<file path="src/design/flash_lock_pkg.sv">
`default_nettype none
package flash_lock_pkg;

  localparam logic [15:0] ADDR_IE1 = 16'h0000;
  localparam logic [15:0] ADDR_STATUS = 16'h012C;
  localparam logic [15:0] ADDR_CTRL1 = 16'h0128;
  localparam logic [15:0] ADDR_CTRL2 = 16'h012A;

  localparam logic [7:0] KEY_READ = 8'h96;
  localparam logic [7:0] KEY_WRITE = 8'hA5;
  localparam logic [15:0] STATUS_RESET = 16'h9658;
  localparam logic [7:0] IE1_RESET = 8'h00;

  localparam int KEY_HI = 15;
  localparam int KEY_LO = 8;
  localparam int BIT_RSVD = 7;
  localparam int BIT_SEGLOCK = 6;
  localparam int BIT_EMERGENCY_EXIT = 5;
  localparam int BIT_LOCK = 4;
  localparam int BIT_WAIT = 3;
  localparam int BIT_ACCV = 2;
  localparam int BIT_KEY_VIOLATION_FLAG = 1;
  localparam int BIT_BUSY = 0;
  localparam int BIT_ACCESS_VIOLATION_INT_ENABLE = 5;

  // control-register mode bits cleared by emergency exit
  localparam int BIT_BLOCK_WRITE_MODE = 7;
  localparam int BIT_WRT = 6;
  localparam int BIT_MASS_ERASE_SELECT = 2;
  localparam int BIT_ERASE = 1;

  // length of the power-up-clear pulse, in core clock cycles
  localparam int PUC_CYCLES = 4;
  localparam logic [2:0] PUC_CNT_INIT = 3'h4;

  typedef struct packed {
    logic [15:0] addr;
    logic [15:0] wdata;
    logic wr;
    logic rd;
  } bus_req_s;

  typedef struct packed {
    logic busy;
    logic waitReady;
    logic blockWrite;
    logic accessViolation;
  } flash_stat_s;

  typedef struct packed {
    logic blockWriteEnd;
    logic modeClear;
    logic flashUnlocked;
    logic infoSegProtect;
  } flash_ctl_s;

endpackage
`default_nettype wire

</file>
<file path="src/design/flash_status_lock_regs.sv">
`timescale 1ns/100ps
`default_nettype none
// Function
// key byte always reads 0x96
// writes need key 0xA5, else reset
// wrong key sets key-violation bit 1
// key violation sticky; only software/brownout clear
// seg lock: write 1 toggles, resets 1
// seg lock 1 protects info segment
// bit 5 emergency exit, resets 0
// lock resets 1; write/erase only unlocked
// setting lock does not abort a byte/word write or erase
// lock during block write ends it
// wait bit resets 1, shows readiness
// bit 2 access-violation flag, read/write
// bit 0 shows timing generator busy
// bit 7 reserved reads zero
// enable bit 5 gates access violation
// software uses bit set/clear on enable
// other enable bits left untouched
// status at 0x012C, resets 0x9658
// emergency exit clears control mode bits
// interrupt when flag, enable and global
module flash_status_lock_regs (
  input wire logic core_clk,
  input wire logic nrst,
  input wire logic brownoutRst_n,
  input wire logic [15:0] addr,
  input wire logic [15:0] wdata,
  input wire logic wr,
  input wire logic rd,
  input wire logic [7:0] ie1Others,
  input wire logic flashBusy,
  input wire logic flashWaitReady,
  input wire logic blockWriteMode,
  input wire logic accessViolationEvt,
  input wire logic globalIntEnable,
  output logic [15:0] rdata,
  output logic powerUpClearReset,
  output logic accessViolationIrq,
  output logic flashUnlocked,
  output logic infoSegProtect,
  output logic emergencyExit,
  output logic modeClear,
  output logic blockWriteEnd
);
  flash_lock_pkg::bus_req_s req;
  flash_lock_pkg::flash_stat_s stat;
  logic key_violation_flag_r, key_violation_flag_nxt;
  logic emergency_exit_r, emergency_exit_nxt;
  logic lock_r, lock_nxt;
  logic accv_r, accv_nxt;
  logic access_violation_int_enable_r, access_violation_int_enable_nxt;
  logic [15:0] rdata_r, rdata_nxt;
  logic irq_r, irq_nxt;
  logic unl_r, unl_nxt;
  logic prot_r, prot_nxt;
  logic mclr_r, mclr_nxt;
  logic bend_r, bend_nxt;
  logic busySync1_r, busySync_r;
  logic waitSync1_r, waitSync_r;
  logic segLock;
  logic hitStatus, hitCtrl, hitIe1;
  logic keyOk, keyBad, wrStatus;
  logic pucPulse;

  assign req = '{addr: addr, wdata: wdata, wr: wr, rd: rd};
  assign stat = '{busy: busySync_r, waitReady: waitSync_r,
                  blockWrite: blockWriteMode,
                  accessViolation: accessViolationEvt};

  assign hitStatus = (req.addr == flash_lock_pkg::ADDR_STATUS);
  assign hitCtrl = hitStatus || (req.addr == flash_lock_pkg::ADDR_CTRL1)
                   || (req.addr == flash_lock_pkg::ADDR_CTRL2);
  assign hitIe1 = (req.addr == flash_lock_pkg::ADDR_IE1);
  assign keyOk = (req.wdata[flash_lock_pkg::KEY_HI:flash_lock_pkg::KEY_LO]
                  == flash_lock_pkg::KEY_WRITE);
  assign keyBad = req.wr && hitCtrl && !keyOk;
  assign wrStatus = req.wr && hitStatus && keyOk;

  // busy and wait come from the timing generator, treated as async
  always_ff @(posedge core_clk or negedge nrst) begin
    if (!nrst) begin
      busySync1_r <= 1'b0;
      busySync_r <= 1'b0;
      waitSync1_r <= 1'b1;
      waitSync_r <= 1'b1;
    end else begin
      busySync1_r <= flashBusy;
      busySync_r <= busySync1_r;
      waitSync1_r <= flashWaitReady;
      waitSync_r <= waitSync1_r;
    end
  end

  flash_toggle_bit #(
    .RESET_VAL(1'b1)
  ) u_seg_lock (
    .core_clk(core_clk),
    .nrst(nrst),
    .toggle(wrStatus && req.wdata[flash_lock_pkg::BIT_SEGLOCK]),
    .q(segLock)
  );

  flash_puc_gen u_puc (
    .core_clk(core_clk),
    .nrst(nrst),
    .trigger(keyBad),
    .pucPulse(pucPulse)
  );

  // key violation lives on the brownout reset only, so the reset it
  // causes does not wipe it
  always_comb begin
    key_violation_flag_nxt = key_violation_flag_r;
    if (wrStatus && !req.wdata[flash_lock_pkg::BIT_KEY_VIOLATION_FLAG]) begin
      key_violation_flag_nxt = 1'b0;
    end
    if (keyBad) begin
      key_violation_flag_nxt = 1'b1;
    end
  end

  always_ff @(posedge core_clk or negedge brownoutRst_n) begin
    if (!brownoutRst_n) begin
      key_violation_flag_r <= 1'b0;
    end else begin
      key_violation_flag_r <= key_violation_flag_nxt;
    end
  end

  always_comb begin
    emergency_exit_nxt = emergency_exit_r;
    lock_nxt = lock_r;
    accv_nxt = accv_r;
    access_violation_int_enable_nxt = access_violation_int_enable_r;
    if (wrStatus) begin
      emergency_exit_nxt = req.wdata[flash_lock_pkg::BIT_EMERGENCY_EXIT];
      lock_nxt = req.wdata[flash_lock_pkg::BIT_LOCK];
      accv_nxt = req.wdata[flash_lock_pkg::BIT_ACCV];
    end
    if (stat.accessViolation) begin
      accv_nxt = 1'b1;
    end
    if (req.wr && hitIe1) begin
      access_violation_int_enable_nxt = req.wdata[flash_lock_pkg::BIT_ACCESS_VIOLATION_INT_ENABLE];
    end
    // a running byte/word write or erase is not aborted by lock
    unl_nxt = !lock_nxt;
    prot_nxt = segLock;
    irq_nxt = accv_nxt && access_violation_int_enable_nxt && globalIntEnable;
    mclr_nxt = emergency_exit_nxt;
    bend_nxt = lock_nxt && !lock_r && stat.blockWrite
               && stat.waitReady;
  end

  always_comb begin
    rdata_nxt = 16'h0000;
    if (req.rd && hitStatus) begin
      rdata_nxt[flash_lock_pkg::KEY_HI:flash_lock_pkg::KEY_LO] =
        flash_lock_pkg::KEY_READ;
      rdata_nxt[flash_lock_pkg::BIT_RSVD] = 1'b0;
      rdata_nxt[flash_lock_pkg::BIT_SEGLOCK] = segLock;
      rdata_nxt[flash_lock_pkg::BIT_EMERGENCY_EXIT] = emergency_exit_r;
      rdata_nxt[flash_lock_pkg::BIT_LOCK] = lock_r;
      rdata_nxt[flash_lock_pkg::BIT_WAIT] = stat.waitReady;
      rdata_nxt[flash_lock_pkg::BIT_ACCV] = accv_r;
      rdata_nxt[flash_lock_pkg::BIT_KEY_VIOLATION_FLAG] = key_violation_flag_r;
      rdata_nxt[flash_lock_pkg::BIT_BUSY] = stat.busy;
    end else if (req.rd && hitIe1) begin
      rdata_nxt[7:0] = ie1Others;
      rdata_nxt[flash_lock_pkg::BIT_ACCESS_VIOLATION_INT_ENABLE] = access_violation_int_enable_r;
    end
  end

  always_ff @(posedge core_clk or negedge nrst) begin
    if (!nrst) begin
      emergency_exit_r <= flash_lock_pkg::STATUS_RESET[flash_lock_pkg::BIT_EMERGENCY_EXIT];
      lock_r <= flash_lock_pkg::STATUS_RESET[flash_lock_pkg::BIT_LOCK];
      accv_r <= flash_lock_pkg::STATUS_RESET[flash_lock_pkg::BIT_ACCV];
      access_violation_int_enable_r <= flash_lock_pkg::IE1_RESET[flash_lock_pkg::BIT_ACCESS_VIOLATION_INT_ENABLE];
      rdata_r <= 16'h0000;
      irq_r <= 1'b0;
      unl_r <= 1'b0;
      prot_r <= 1'b1;
      mclr_r <= 1'b0;
      bend_r <= 1'b0;
    end else begin
      emergency_exit_r <= emergency_exit_nxt;
      lock_r <= lock_nxt;
      accv_r <= accv_nxt;
      access_violation_int_enable_r <= access_violation_int_enable_nxt;
      rdata_r <= rdata_nxt;
      irq_r <= irq_nxt;
      unl_r <= unl_nxt;
      prot_r <= prot_nxt;
      mclr_r <= mclr_nxt;
      bend_r <= bend_nxt;
    end
  end

  assign rdata = rdata_r;
  assign powerUpClearReset = pucPulse;
  assign accessViolationIrq = irq_r;
  assign flashUnlocked = unl_r;
  assign infoSegProtect = prot_r;
  assign emergencyExit = emergency_exit_r;
  assign modeClear = mclr_r;
  assign blockWriteEnd = bend_r;
endmodule
`default_nettype wire

</file>
<file path="src/design/flash_toggle_bit.sv">
`timescale 1ns/100ps
`default_nettype none
module flash_toggle_bit #(
  parameter logic RESET_VAL = 1'b1
) (
  input wire logic core_clk,
  input wire logic nrst,
  input wire logic toggle,
  output var logic q
);
  logic state_r;
  logic state_nxt;

  always_comb begin
    state_nxt = state_r ^ toggle;
  end

  always_ff @(posedge core_clk or negedge nrst) begin
    if (!nrst) begin
      state_r <= RESET_VAL;
    end else begin
      state_r <= state_nxt;
    end
  end

  assign q = state_r;
endmodule
`default_nettype wire

</file>
<file path="src/design/flash_puc_gen.sv">
`timescale 1ns/100ps
`default_nettype none
module flash_puc_gen (
  input wire logic core_clk,
  input wire logic nrst,
  input wire logic trigger,
  output logic pucPulse
);
  logic [2:0] cnt_r;
  logic [2:0] cnt_nxt;
  logic puc_r;
  logic puc_nxt;

  // a bad key starts a fixed-length reset pulse
  always_comb begin
    cnt_nxt = cnt_r;
    if (trigger) begin
      cnt_nxt = flash_lock_pkg::PUC_CNT_INIT;
    end else if (cnt_r != 3'h0) begin
      cnt_nxt = cnt_r - 3'h1;
    end
    puc_nxt = (cnt_nxt != 3'h0);
  end

  always_ff @(posedge core_clk or negedge nrst) begin
    if (!nrst) begin
      cnt_r <= 3'h0;
      puc_r <= 1'b0;
    end else begin
      cnt_r <= cnt_nxt;
      puc_r <= puc_nxt;
    end
  end

  assign pucPulse = puc_r;
endmodule
`default_nettype wire

</file>
<file path="config.mk">
export PLATFORM = sky130hd
export DESIGN_NAME = flash_status_lock_regs
export DESIGN_NICKNAME = d
export VERILOG_FILES = /design/src/design/flash_lock_pkg.sv /design/src/design/flash_status_lock_regs.sv /design/src/design/flash_toggle_bit.sv /design/src/design/flash_puc_gen.sv
export SDC_FILE = /design/constraint.sdc
export NUM_CORES = 1
export LEC_CHECK = 0
export ABC_AREA = 1
export BUFFER_PORTS_ARGS = -buffer_cell sky130_fd_sc_hd__buf_2
export CORE_MARGIN = 3
export CORE_UTILIZATION = 30
export CTS_BUF_LIST = sky130_fd_sc_hd__clkbuf_4
export CTS_CLUSTER_DIAMETER = 150
export DETAILED_ROUTE_END_ITERATION = 10
export GPL_ROUTABILITY_DRIVEN = 0
export HOLD_SLACK_MARGIN = 0.08
export PLACE_DENSITY = 0.64
export SYNTH_ARGS = -nofsm -noshare
export SYNTH_HDL_FRONTEND = slang
export SYNTH_SLANG_ARGS = --single-unit
</file>
<file path="constraint.sdc">
create_clock -name core_clk -period 1.8 [get_ports core_clk]
set_clock_uncertainty 0.15 [all_clocks]
set_input_delay 0.09 -clock core_clk [delete_from_list [all_inputs] [get_ports core_clk]]
set_output_delay 0.09 -clock core_clk [all_outputs]
set_load 0.005 [all_outputs]
</file>
==> results list, run 1 <==
* Largest net degree at the start of global routing: 27
* Cells after Synth: 163
- After synthesis, flip-flops and latches occupy 50.60% of the total area.
* Row cnt: 23
* Worst rel slew slack: 61.27%
- Die span in x: 73.02 µm
- Crit path time final: 1721 ps
- Ant. Diodes: 0
- Final setup vio count: 0
- Maximum fanout encountered on the critical timing path: 5
- Area enclosed by the die boundary: 5332 µm²
* Number of library cell types mapped by synthesis: 23
- The signal on the critical path passes through dlygate4sd3_1 -> buf_2 -> nand3_2 -> nor2_4 -> nand2_1 -> dlygate4sd3_1 -> xor2_1.
- Counting cells, the worst reg-to-reg path comes to 3.
- The slowest stage of the critical path is the sky130_fd_sc_hd__dlygate4sd3_1 cell.
- Total leakage power: 1.178 nW
- Tightest Hold Check Type: primary input to flip-flop
- 73 I/O pins were placed.
- Measured along the y axis, the die boundary spans 73.02 µm.
- In this design, the critical path's most frequently occurring cell is sky130_fd_sc_hd__dlygate4sd3_1.
- The first global-routing pass estimated 5.340 mm of wire.
- In the routed design, unresolved DRC markers number 0.
- Clock Sink Count: 27
- Unrepaired setup endpoints after global routing: no
- Post-synthesis instance area: 1348 µm²
- Total of max-cap violations: 0
* Total area of sequential cells: 681.9 µm²
- The total count of hold-check failures in the final report was 0.
- Wires add up to 3.200 mm.
- The detail route stage leaves a number of antenna-violating nets equal to 0.
- Total of flip-flops plus latches after synthesis: 27
* Source-to-sink clock delay at the later pin of the worst-skew pair: 320 ps
- The average instance in the mapped netlist occupies 8.267 µm².
* Layout cells sized above 1: 33.33%
- Deepest clock path buffer count: 2
- Static timing analysis puts the maximum clock frequency at 581.1 MHz.
- The max-slew violation count is 0.
- The first routing iteration left 33 violations.
* Count of input and output buffers: 64
* Number of antenna violations at the first check in global routing: 0
* CTS tree: yes
- In this run the number of H-tree levels came out at 1.
- Using the TritonRoute via totals, the vias-per-cell ratio works out to 4.207.
* Root buffer cell: sky130_fd_sc_hd__clkbuf_4
- The critical path is of the primary input to flip-flop type.
- After layout, the worst path uses 95.60% of the clock period.
- The worst hold path passes through 6 cells.
- Data on the critical path is required at its endpoint by 1920 ps.
- Aggregate global-route resource usage: 12.75%
- Hold slack: 65.38 ps
- STA classifies the critical path endpoint as a flip-flop.
* YS warnings: 0
- The first detailed-routing pass ran for 4 iterations.
- Relative to the synthesized area, the layout overhead comes to 55.80%.
* Standard cell core area: 4173 µm²
- The number of global-route vias before repair is 1,257.
- Worst Max-Slew Pin Slew: 581.0 ps
- Arrival time of data at the critical path endpoint: 1840 ps
- Leaving out fill and tap cells, the most frequent cells in the layout are sky130_fd_sc_hd__buf_2, sky130_fd_sc_hd__nand2_1, sky130_fd_sc_hd__dlygate4sd3_1.
* Setup_tns: 0 ps
- The HPWL after detailed placement is 2.349 mm.
* Result of the run: complete, no violations
* Kind of launch point of the worst setup path: primary input
- Delay of the slowest cell on the worst path: 560 ps
- In the final design database the tool counted 318 nets.
* Initial cell density of the core: 32.29%
- Crit path setup slack, layout: 79.24 ps
* Pwr/cell area: 593.4 nW/µm²
- Combined area of the multi-input logic cells: 496.7 µm²
- Prior to clock tree synthesis, the placed netlist has a worst setup slack of 365.9 ps.
- TritonCTS Buffers: 3
* Wire per inst: 10.19 µm
* Final global-route overflow total: 0
- Final-layout fill cell count: 404
* Highest ir drop seen on vdd: 0.4347 mV
- Clock Pin Slew Worst Setup and Hold Paths: 150 ps
* Total number of vias: 1,321
- Most frequent standard cell in the layout excluding fill and tap cells: sky130_fd_sc_hd__buf_2
[cell type report]
cell class	instances	area share, %
Timing Repair Buffer	102	33.37
Sequential cell	27	32.48
Multi-Input combinational cell	97	23.66
Inverter	34	6.079
Tap cell	50	2.980
Clock buffer	3	1.073
Clock inverter	1	0.3576
[critical path: cells and delay by family]
kind	cells	cell delay (ps)
XOR/XNOR	1	140
buffers and inverters	3	1230
AND/OR/NAND/NOR	3	380
[path summary, 6_finish.rpt]
path / start / slack (ps) / endpoint
worst max-delay path: wr / 80 / u_seg_lock.q
worst min-delay path: wdata[9] / 70 / lock_r
worst max register to register: lock_r / 280 / rdata[4]
worst min register to register: waitSync1_r / 220 / waitSync_r
max in group asynchronous: brownoutRst_n / 980 / key_violation_flag_r
min in group asynchronous: nrst / 130 / u_puc.cnt_r[2]
[kinds of logic (layout without fill, tap and decap cells)]
group                      count (synthesis)  in the layout  synth area share, %
and+or+nand+nor                           79             79                27.11
other                                      1              4               0.2783
adders and majority gates                  3              3                2.786
xor gates and xnor gates                   2              2                1.300
buffers and inverters                     42            140                13.93
DFF                                       27             27                50.60
AOI/OAI and AO/OA                          9              9                3.993
[state kept, by name, indices dropped and copies added, names as in the netlist]
name	count
flashUnlocked	1
busySync1_r	1
modeClear	1
u_puc.cnt_r	3
access_violation_int_enable_r	1
infoSegProtect	1
u_seg_lock.q	1
accv_r	1
busySync_r	1
lock_r	1
key_violation_flag_r	1
rdata	9
u_puc.pucPulse	1
blockWriteEnd	1
waitSync1_r	1
waitSync_r	1
accessViolationIrq	1
[stage by stage]
stage | std cells | total power, W | cell area [µm²] | utilization (%)
after floorplan | 166 | 0.0008470 | 1359 | -
after global placement | 272 | 0.0009415 | 1682 | 40.30
after detailed placement | 272 | 0.0009533 | 1682 | 40.30
after CTS | 314 | 0.001267 | 2092 | 50.13
after global routing | 314 | 0.001331 | 2100 | 50.31
final | 314 | 0.001246 | 2100 | 50.31
[cell usage after synthesis, drive strengths merged]
| cell type | instances | share of area [%] |
|---|---|---|
| dfrtp | 22 | 41 |
| ha | 3 | 2.8 |
| o22ai | 1 | 0.46 |
| conb | 1 | 0.28 |
| nand3 | 11 | 5.4 |
| nor3 | 3 | 1.1 |
| inv | 34 | 9.5 |
| dfstp | 5 | 9.7 |
| nand2 | 40 | 12 |
| xor2 | 1 | 0.65 |
| and3 | 1 | 0.56 |
| o21ai | 8 | 3.5 |
| nand4 | 2 | 0.93 |
| buf | 8 | 4.5 |
| xnor2 | 1 | 0.65 |
| nor2 | 22 | 7.6 |
[per-layer routing]
| layer | vias up | routed length, µm | global-route usage [%] |
|---|---|---|---|
| met3 | 2 | 177 | 3.444 |
| met5 | - | 0 | 0 |
| li1 | 680 | - | - |
| met4 | 0 | 12 | 1.230 |
| met1 | 595 | 1378 | 15.32 |
| met2 | 44 | 1632 | 23.34 |
[timing repair]
item	4_1_cts	5_1_grt
endpoints found under the hold margin	49	0
endpoints found under the setup margin	0	3
gates resized for setup	0	2
setup buffers	0	0
hold buffers	38	0
[power by group]
part           switching (W)  internal, W
Clock               0.000181    0.0000849
Sequential         0.0000174     0.000651
Combinational       0.000155     0.000156
Total               0.000353     0.000893
No activity file was read; power rests on OpenSTA's default activity.
==> run 2, diff against run 1 <==
--- a/config.mk
+++ b/config.mk
@@ -8,13 +8,14 @@
 export ABC_AREA = 1
 export BUFFER_PORTS_ARGS = -buffer_cell sky130_fd_sc_hd__buf_2
 export CORE_MARGIN = 3
-export CORE_UTILIZATION = 30
+export CORE_UTILIZATION = 45
 export CTS_BUF_LIST = sky130_fd_sc_hd__clkbuf_4
 export CTS_CLUSTER_DIAMETER = 150
 export DETAILED_ROUTE_END_ITERATION = 10
 export GPL_ROUTABILITY_DRIVEN = 0
 export HOLD_SLACK_MARGIN = 0.08
-export PLACE_DENSITY = 0.64
+export PLACE_DENSITY = 0.87
+export SLEW_MARGIN = 5
 export SYNTH_ARGS = -nofsm -noshare
 export SYNTH_HDL_FRONTEND = slang
 export SYNTH_SLANG_ARGS = --single-unit
==> run 2 against run 1 <==
- final cell count shrank 6.4%
- core utilization is 23 points higher
- worst hold slack better by 3.5 ps
- wire length grew 23%
- count of clock-buffer cells in the layout did not move
- first-iteration DRC count grew 9.1%
- die area shrank 31%
- sequential power is 0.7% higher
- fmax down 1.3%
- via count rose by 6.4%
- highest routed layer unchanged
- worst setup slack got worse by 23 ps
- total power rose by 4.2%
==> results list, run 2 (same netlist as run 1, synthesis figures left out) <==
- Result of the run: complete, no violations
- Total number of H-tree levels: 1 (unchanged)
* Met3 Routed Length: 226 µm (+28%)
- DR vias/cell: 4.782 (+14%)
- In this run the top signal layer used is met4.
- CTS tree: yes
- Tightest Hold Check Type: primary input to flip-flop
- The number of global-route vias before repair was 1,444 (+15%).
- The clock net sink count is 27 (unchanged).
- The library cells used most frequently in the layout, excluding fill and tap cells, are sky130_fd_sc_hd__buf_2, sky130_fd_sc_hd__nand2_1, sky130_fd_sc_hd__dlygate4sd3_1.
- Largest net degree at the start of global routing: 27 (unchanged)
* Maximum fanout encountered on the critical timing path: 5 (unchanged)
- Root buffer cell: sky130_fd_sc_hd__clkbuf_4
- The initial antenna violation count is 0 (unchanged).
* Critical Setup Path Class: primary input to flip-flop
- The fraction of final layout cells sized beyond drive strength 1 was 34.22% (+0.89 points).
- Count of input and output buffers: 64 (unchanged)
* Dpl hpwl: 2.320 mm (-1.2%)
- The DRC violation count after routing is 0 (unchanged).
- Final global-route overflow total: 0 (unchanged)
- The number of flip-flops under the largest register name came to 9 (unchanged).
* Most frequent standard cell in the layout excluding fill and tap cells: sky130_fd_sc_hd__buf_2
- The floorplan die width is 60.72 µm (-17%).
- The buffer depth of the longest clock path came to 2 (unchanged).
- The number of vias in the routed layout came to 1,406 (+6.4%).
- The final count of negative-setup-slack endpoints was 0 (unchanged).
* Hold slack: 68.91 ps (+3.537 ps)
* CP Data Required Time: 1920 ps (about the same)
- The worst ir drop on vdd came to 0.6171 mV (+42%).
- Final Hold Fails: 0 (unchanged)
* Post-route met1 wirelength: 1.420 mm (+3.0%)
* Worst Max-Slew Pin Slew: 557.3 ps (-23.64 ps)
* Initial cell density of the core: 48.04% (+16 points)
- Unrepaired setup endpoints after global routing: no
- The number of buffers inserted during clock tree synthesis came to 3 (unchanged).
- Row cnt: 19 (-17%)
- The detailed-routed wire length on met2 came to 2.179 mm (+34%).
* Area enclosed by the die boundary: 3687 µm² (-31%)
* Critical path endpoint category: flip-flop
* Post-route fraction of the period consumed by the critical path: 96.85% (+1.3 points)
- Wire per inst: 13.42 µm (+32%)
- Crit path time final: 1743 ps (+22.53 ps)
* Kind of launch point of the worst setup path: primary input
- The clock-pin transition on the worst setup and hold timing paths is 150 ps (about the same).
- Routed WL: 3.946 mm (+23%)
* Pwr/cell area: 628.1 nW/µm² (+5.9%)
- Ant. Diodes: 0 (unchanged)
- The y dimension of the die came to 60.72 µm (-17%).
- Router iterations before antenna repair: 6 (+2)
* Max-slew violations: 0 (unchanged)
* Total of max-cap violations: 0 (unchanged)
- Iter 0 DRT Violations: 36 (+9.1%)
* Max frequency: 573.6 MHz (-1.3%)
* Setup_tns: 0 ps (unchanged)
- The tightest slew margin relative to the limit was 62.85% (+1.6 points).
- The global-route wire length before repair came to 6.085 mm (+14%).
- Layout Area Growth over Synthesis: 53.30%
* Final #Nets: 317 (-0.31%)
* Total leakage power: 1.179 nW (about the same)
- The boundary pin count is 73 (unchanged).
- The number of buffers added for setup after CTS was 0 (unchanged).
- The number of fill cells in the layout came to 178 (-56%).
- Arrival time of data at the critical path endpoint: 1860 ps (+20 ps)
* Source-to-sink clock delay at the later pin of the worst-skew pair: 330 ps (about the same)
* Standard cell core area: 2805 µm² (-33%)
- The antenna violation net count after detailed routing was 0 (unchanged).
- The total routing resource utilization after global routing is 22.16% (+9.4 points).
## run 2: worst paths after layout
kind	startpoint	to	slack (ps)	cells after the start
setup / recovery	wr	u_seg_lock.q	60	7
hold / removal	wdata[11]	modeClear	70	6
setup reg to reg	u_puc.cnt_r[0]	u_puc.pucPulse	140	7
hold reg to reg	waitSync1_r	waitSync_r	220	0
max in group asynchronous	brownoutRst_n	key_violation_flag_r	990	3
min in group asynchronous	nrst	rdata[3]	100	2
## run 2: report_power, final
part | leakage, nW | internal, W | switching [W] | total [W]
Sequential | 0.330 | 0.000651 | 0.0000225 | 0.000674
Clock | 0.0177 | 0.0000837 | 0.000187 | 0.000271
Combinational | 0.832 | 0.000161 | 0.000192 | 0.000353
## run 2: timing repair
item / 4_1_cts / 5_1_grt
endpoints found under the hold margin: 48 / 1
resized for setup: 0 / 4
hold buffers: 37 / 1
endpoints found under the setup margin: 0 / 6
## run 2: cell type report
class	instances	area (µm²)	area share, %
inverters	34	127.6	6.178
clock inverters	1	5.005	0.2423
repair buffers	101	690.7	33.43
well taps	31	38.79	1.878
flip-flops and latches	27	681.9	33.01
multi-input cells	97	499.2	24.17
clock buffers	3	22.52	1.090
## run 2: metrics by stage
step / instances / setup slack [ps] / power [W] / util (%) / area (µm²)
after detailed placement: 253 / 313.3 / 0.0009608 / 59.10 / 1658
after global placement: 253 / 405.5 / 0.0009363 / 59.10 / 1658
final: 294 / 56.70 / 0.001298 / 73.64 / 2066
after global routing: 294 / 4.901 / 0.001363 / 73.64 / 2066
after floorplan: 166 / 473.9 / 0.0008470 / - / 1359
after CTS: 294 / 32.29 / 0.001258 / 73.28 / 2056
## run 2: metal layers
metal | track usage [%] | vias to the layer above
li1 | - | 675
met1 | 24.53 | 641
met2 | 40.76 | 73
met3 | 4.255 | 17
met4 | 9.907 | 0
met5 | 0 | -
## run 2: critical path, cell delays in order
cell and delay [ps]:
sky130_fd_sc_hd__dlygate4sd3_1 520, sky130_fd_sc_hd__buf_2 150, sky130_fd_sc_hd__nand3_2 140, sky130_fd_sc_hd__nor2_4 170, sky130_fd_sc_hd__dlygate4sd3_1 560, sky130_fd_sc_hd__nand2_1 70
sky130_fd_sc_hd__xor2_1 160
==> run 3, diff against run 2 <==
--- a/config.mk
+++ b/config.mk
@@ -8,13 +8,13 @@
 export ABC_AREA = 1
 export BUFFER_PORTS_ARGS = -buffer_cell sky130_fd_sc_hd__buf_2
 export CORE_MARGIN = 3
-export CORE_UTILIZATION = 45
+export CORE_UTILIZATION = 41
 export CTS_BUF_LIST = sky130_fd_sc_hd__clkbuf_4
 export CTS_CLUSTER_DIAMETER = 150
 export DETAILED_ROUTE_END_ITERATION = 10
 export GPL_ROUTABILITY_DRIVEN = 0
 export HOLD_SLACK_MARGIN = 0.08
-export PLACE_DENSITY = 0.87
+export PLACE_DENSITY = 0.8
 export SLEW_MARGIN = 5
 export SYNTH_ARGS = -nofsm -noshare
 export SYNTH_HDL_FRONTEND = slang
==> run 3 against run 2 <==
- non-clock buffer count is 4 higher
- worst setup slack worse by 7.8 ps
- die area is 8.8% higher
- combinational power is 11% lower
- final cell count is 5.8% higher
- largest cell class unchanged
- largest power group unchanged
- sequential cell count stayed put
- sequential share of layout area is 0.91 points lower
==> results list, run 3 (same netlist as run 1, synthesis figures left out) <==
- The flow ran to the end, and the final reports show no timing, DRC or antenna violations.
- Total leakage power: 1.203 nW (+2.0%)
- The clock-pin transition on the worst setup and hold timing paths was 130 ps (-20 ps).
- The antenna violation net count after detailed routing is 0 (unchanged).
- Final-layout fill cell count: 263 (+48%)
- Crit Reg-Reg Endpoint: rdata[6]
* Critical Setup Path Class: primary input to flip-flop
- Pwr/cell area: 586.4 nW/µm² (-6.6%)
- Setup_tns: 0 ps (unchanged)
- The number of vias in the routed layout is 1,329 (-5.5%).
- The max-slew violation count is 0 (unchanged).
- Row cnt: 20 (+1)
- Number of global-route vias before repair: 1,281 (-11%)
- The routed wirelength normalized by instance count is 10.31 µm (-23%).
* Total cell area at the placement stage: 1674 µm² (+0.98%)
- The final design utilization came to 68.47% (-5.2 points).
- Internal power contribution: 0.0009108 W (+1.7%)
- Die span in x: 63.33 µm (+4.3%)
* Clock Sink Count: 27 (unchanged)
* Worst rel slew slack: 62.99% (+0.15 points)
* Dpl hpwl: 2.223 mm (-4.2%)
- The hold slack came to 90.78 ps (+21.86 ps).
* Register-to-Register Path Depth: 3 (-4)
- The root buffer cell chosen for the clock tree is sky130_fd_sc_hd__clkbuf_4.
- Count of input and output buffers: 64 (unchanged)
- The starting utilization of the core area came to 43.43% (-4.6 points).
- Vertical die dimension: 63.33 µm (+4.3%)
- Routed WL: 3.206 mm (-19%)
* Final Hold Fails: 0 (unchanged)
* Combinational fraction of design power: 25.2% (-2.0 points)
- The pin count of the biggest net entering global routing came to 27 (unchanged).
- Source-to-sink clock delay at the later pin of the worst-skew pair: 310 ps (-20 ps)
- The period utilization is 97.28% (+0.43 points).
- Clk network pwr share: 21.2% (+0.4 points)
- Final global-route overflow total: 0 (unchanged)
- DRC violation count after routing: 0 (unchanged)
* Highest ir drop seen on vdd: 0.4901 mV (-21%)
- Max frequency: 571.1 MHz (-0.45%)
- Total number of H-tree levels: 1 (unchanged)
* Total of max-cap violations: 0 (unchanged)
- The fraction of final layout cells sized beyond drive strength 1 is 33.33% (-0.89 points).
* Deepest clock path buffer count: 2 (unchanged)
* Tightest Hold Check Type: primary input to flip-flop
- Arrival time of data at the critical path endpoint: 1830 ps (-30 ps)
- STA classifies the critical path endpoint as a flip-flop.
* Area enclosed by the die boundary: 4011 µm² (+8.8%)
- Ant. Diodes: 0 (unchanged)
* Largest register FFs: 9 (unchanged)
- DR vias/cell: 4.273 (-11%)
- The shortest clock period the worst path allows after layout is 1751 ps (+7.822 ps).
- Worst reg2reg startpoint: u_seg_lock.q
- Unrepaired setup endpoints after global routing: no
- Standard cell core area: 3103 µm² (+11%)
- Number of placed I/O pins: 73 (unchanged)
* Maximum fanout encountered on the critical timing path: 5 (unchanged)
- CTS tree: yes
- Part of the power in registers: 53.7% (+1.8 points)
- The library cell used most frequently in the layout, excluding fill and tap cells, is sky130_fd_sc_hd__buf_2.
- Final setup vio count: 0 (unchanged)
- Commonest cells after routing, fill and taps aside: sky130_fd_sc_hd__buf_2, sky130_fd_sc_hd__dlygate4sd3_1, sky130_fd_sc_hd__nand2_1
* TritonCTS Buffers: 3 (unchanged)
- Kind of launch point of the worst setup path: primary input
- Iter 0 DRT Violations: 23 (-36%)
- From synthesis to final layout, the design area changed by 57.66%.
- Final #Nets: 321 (+1.3%)
- The measured slew at the worst slew-check pin is 555.1 ps (-2.196 ps).
* Final std cell area, no fill: 2125 µm² (+2.8%)
- Aggregate global-route resource usage: 17.05% (-5.1 points)
- The global-route wire length before repair is 5.464 mm (-10%).
* Crit path launch: wr
- The initial antenna violation count is 0 (unchanged).
* Register-to-register path setup slack: 300 ps (+160 ps)
- Router iterations before antenna repair: 4 (-2)
* CP Data Required Time: 1880 ps (-40 ps)
- Following the worst setup path forward leads to its endpoint at flashUnlocked.
- The net switching power is 0.0003350 W (-17%).
- Net switching fraction of the power: 26.89% (-4.1 points)
## run 3: cell count changes in the layout (fill, tap and decap cells not counted)
cell | before | now
sky130_fd_sc_hd__buf_4 | 0 | 1
sky130_fd_sc_hd__clkbuf_4 | 3 | 4
sky130_fd_sc_hd__clkinv_2 | 1 | 0
sky130_fd_sc_hd__dlygate4sd3_1 | 37 | 40
sky130_fd_sc_hd__inv_1 | 31 | 32
sky130_fd_sc_hd__inv_2 | 3 | 2
sky130_fd_sc_hd__nand2_1 | 37 | 38
sky130_fd_sc_hd__nand2_2 | 3 | 2
sky130_fd_sc_hd__nor2_2 | 3 | 2
sky130_fd_sc_hd__nor2_4 | 2 | 3
## run 3: critical path: stages
cell	delay, ps
sky130_fd_sc_hd__dlygate4sd3_1	510
sky130_fd_sc_hd__buf_2	140
sky130_fd_sc_hd__nand3_2	120
sky130_fd_sc_hd__nor2_4	170
sky130_fd_sc_hd__nand2_1	90
sky130_fd_sc_hd__dlygate4sd3_1	580
sky130_fd_sc_hd__o21ai_2	80
sky130_fd_sc_hd__inv_2	40
## run 3: what timing repair did
action,CTS,global route
hold buffers,38,2
endpoints found under the hold margin,48,2
endpoints found under the setup margin,0,6
setup buffers,0,1
resized for setup,0,3
## run 3: final cells by class
cell class | instances | area [µm²] | share of cell area, %
clock buffers | 4 | 30.03 | 1.413
inverters | 34 | 127.6 | 6.007
multi-input cells | 97 | 501.7 | 23.62
flip-flops and latches | 27 | 681.9 | 32.10
well taps | 44 | 55.05 | 2.591
repair buffers | 105 | 728.2 | 34.28
## run 3: power by group through the flow
stage / logic, W / registers, W / clock network [W]
2_1_floorplan: 0.000168 / 0.000679 / 0
6_report: 0.000313 / 0.000669 / 0.000264
4_1_cts: 0.000311 / 0.000668 / 0.000282
3_5_place_dp: 0.000271 / 0.000679 / 0
3_3_place_gp: 0.000260 / 0.000678 / 0
5_1_grt: 0.000366 / 0.000674 / 0.000310
## run 3: routing by layer
metal	global-route usage [%]	share of wire [%]
met3	3.922	5.0
met2	30.90	54
met5	0	0
met1	20.25	39
met4	4.043	1.5
## run 3: worst min-delay path by stage
stage / slack, ps / from / to / cells past startpoint
global route: 110 / wdata[11] / modeClear / 5
detailed placement: -280 / brownoutRst_n / key_violation_flag_r / 1
global placement: -280 / brownoutRst_n / key_violation_flag_r / 1
CTS: 110 / wdata[11] / lock_r / 6
finish: 90 / wdata[11] / modeClear / 5
floorplan: -360 / nrst / accessViolationIrq / 0
## run 3: per-stage QoR
step,power [W],setup WS [ps],instances
after floorplan,0.0008470,473.9,166
after global placement,0.0009378,404.0,266
after detailed placement,0.0009502,377.1,266
after CTS,0.001261,22.33,308
after global routing,0.001349,5.464,311
final,0.001246,48.88,311
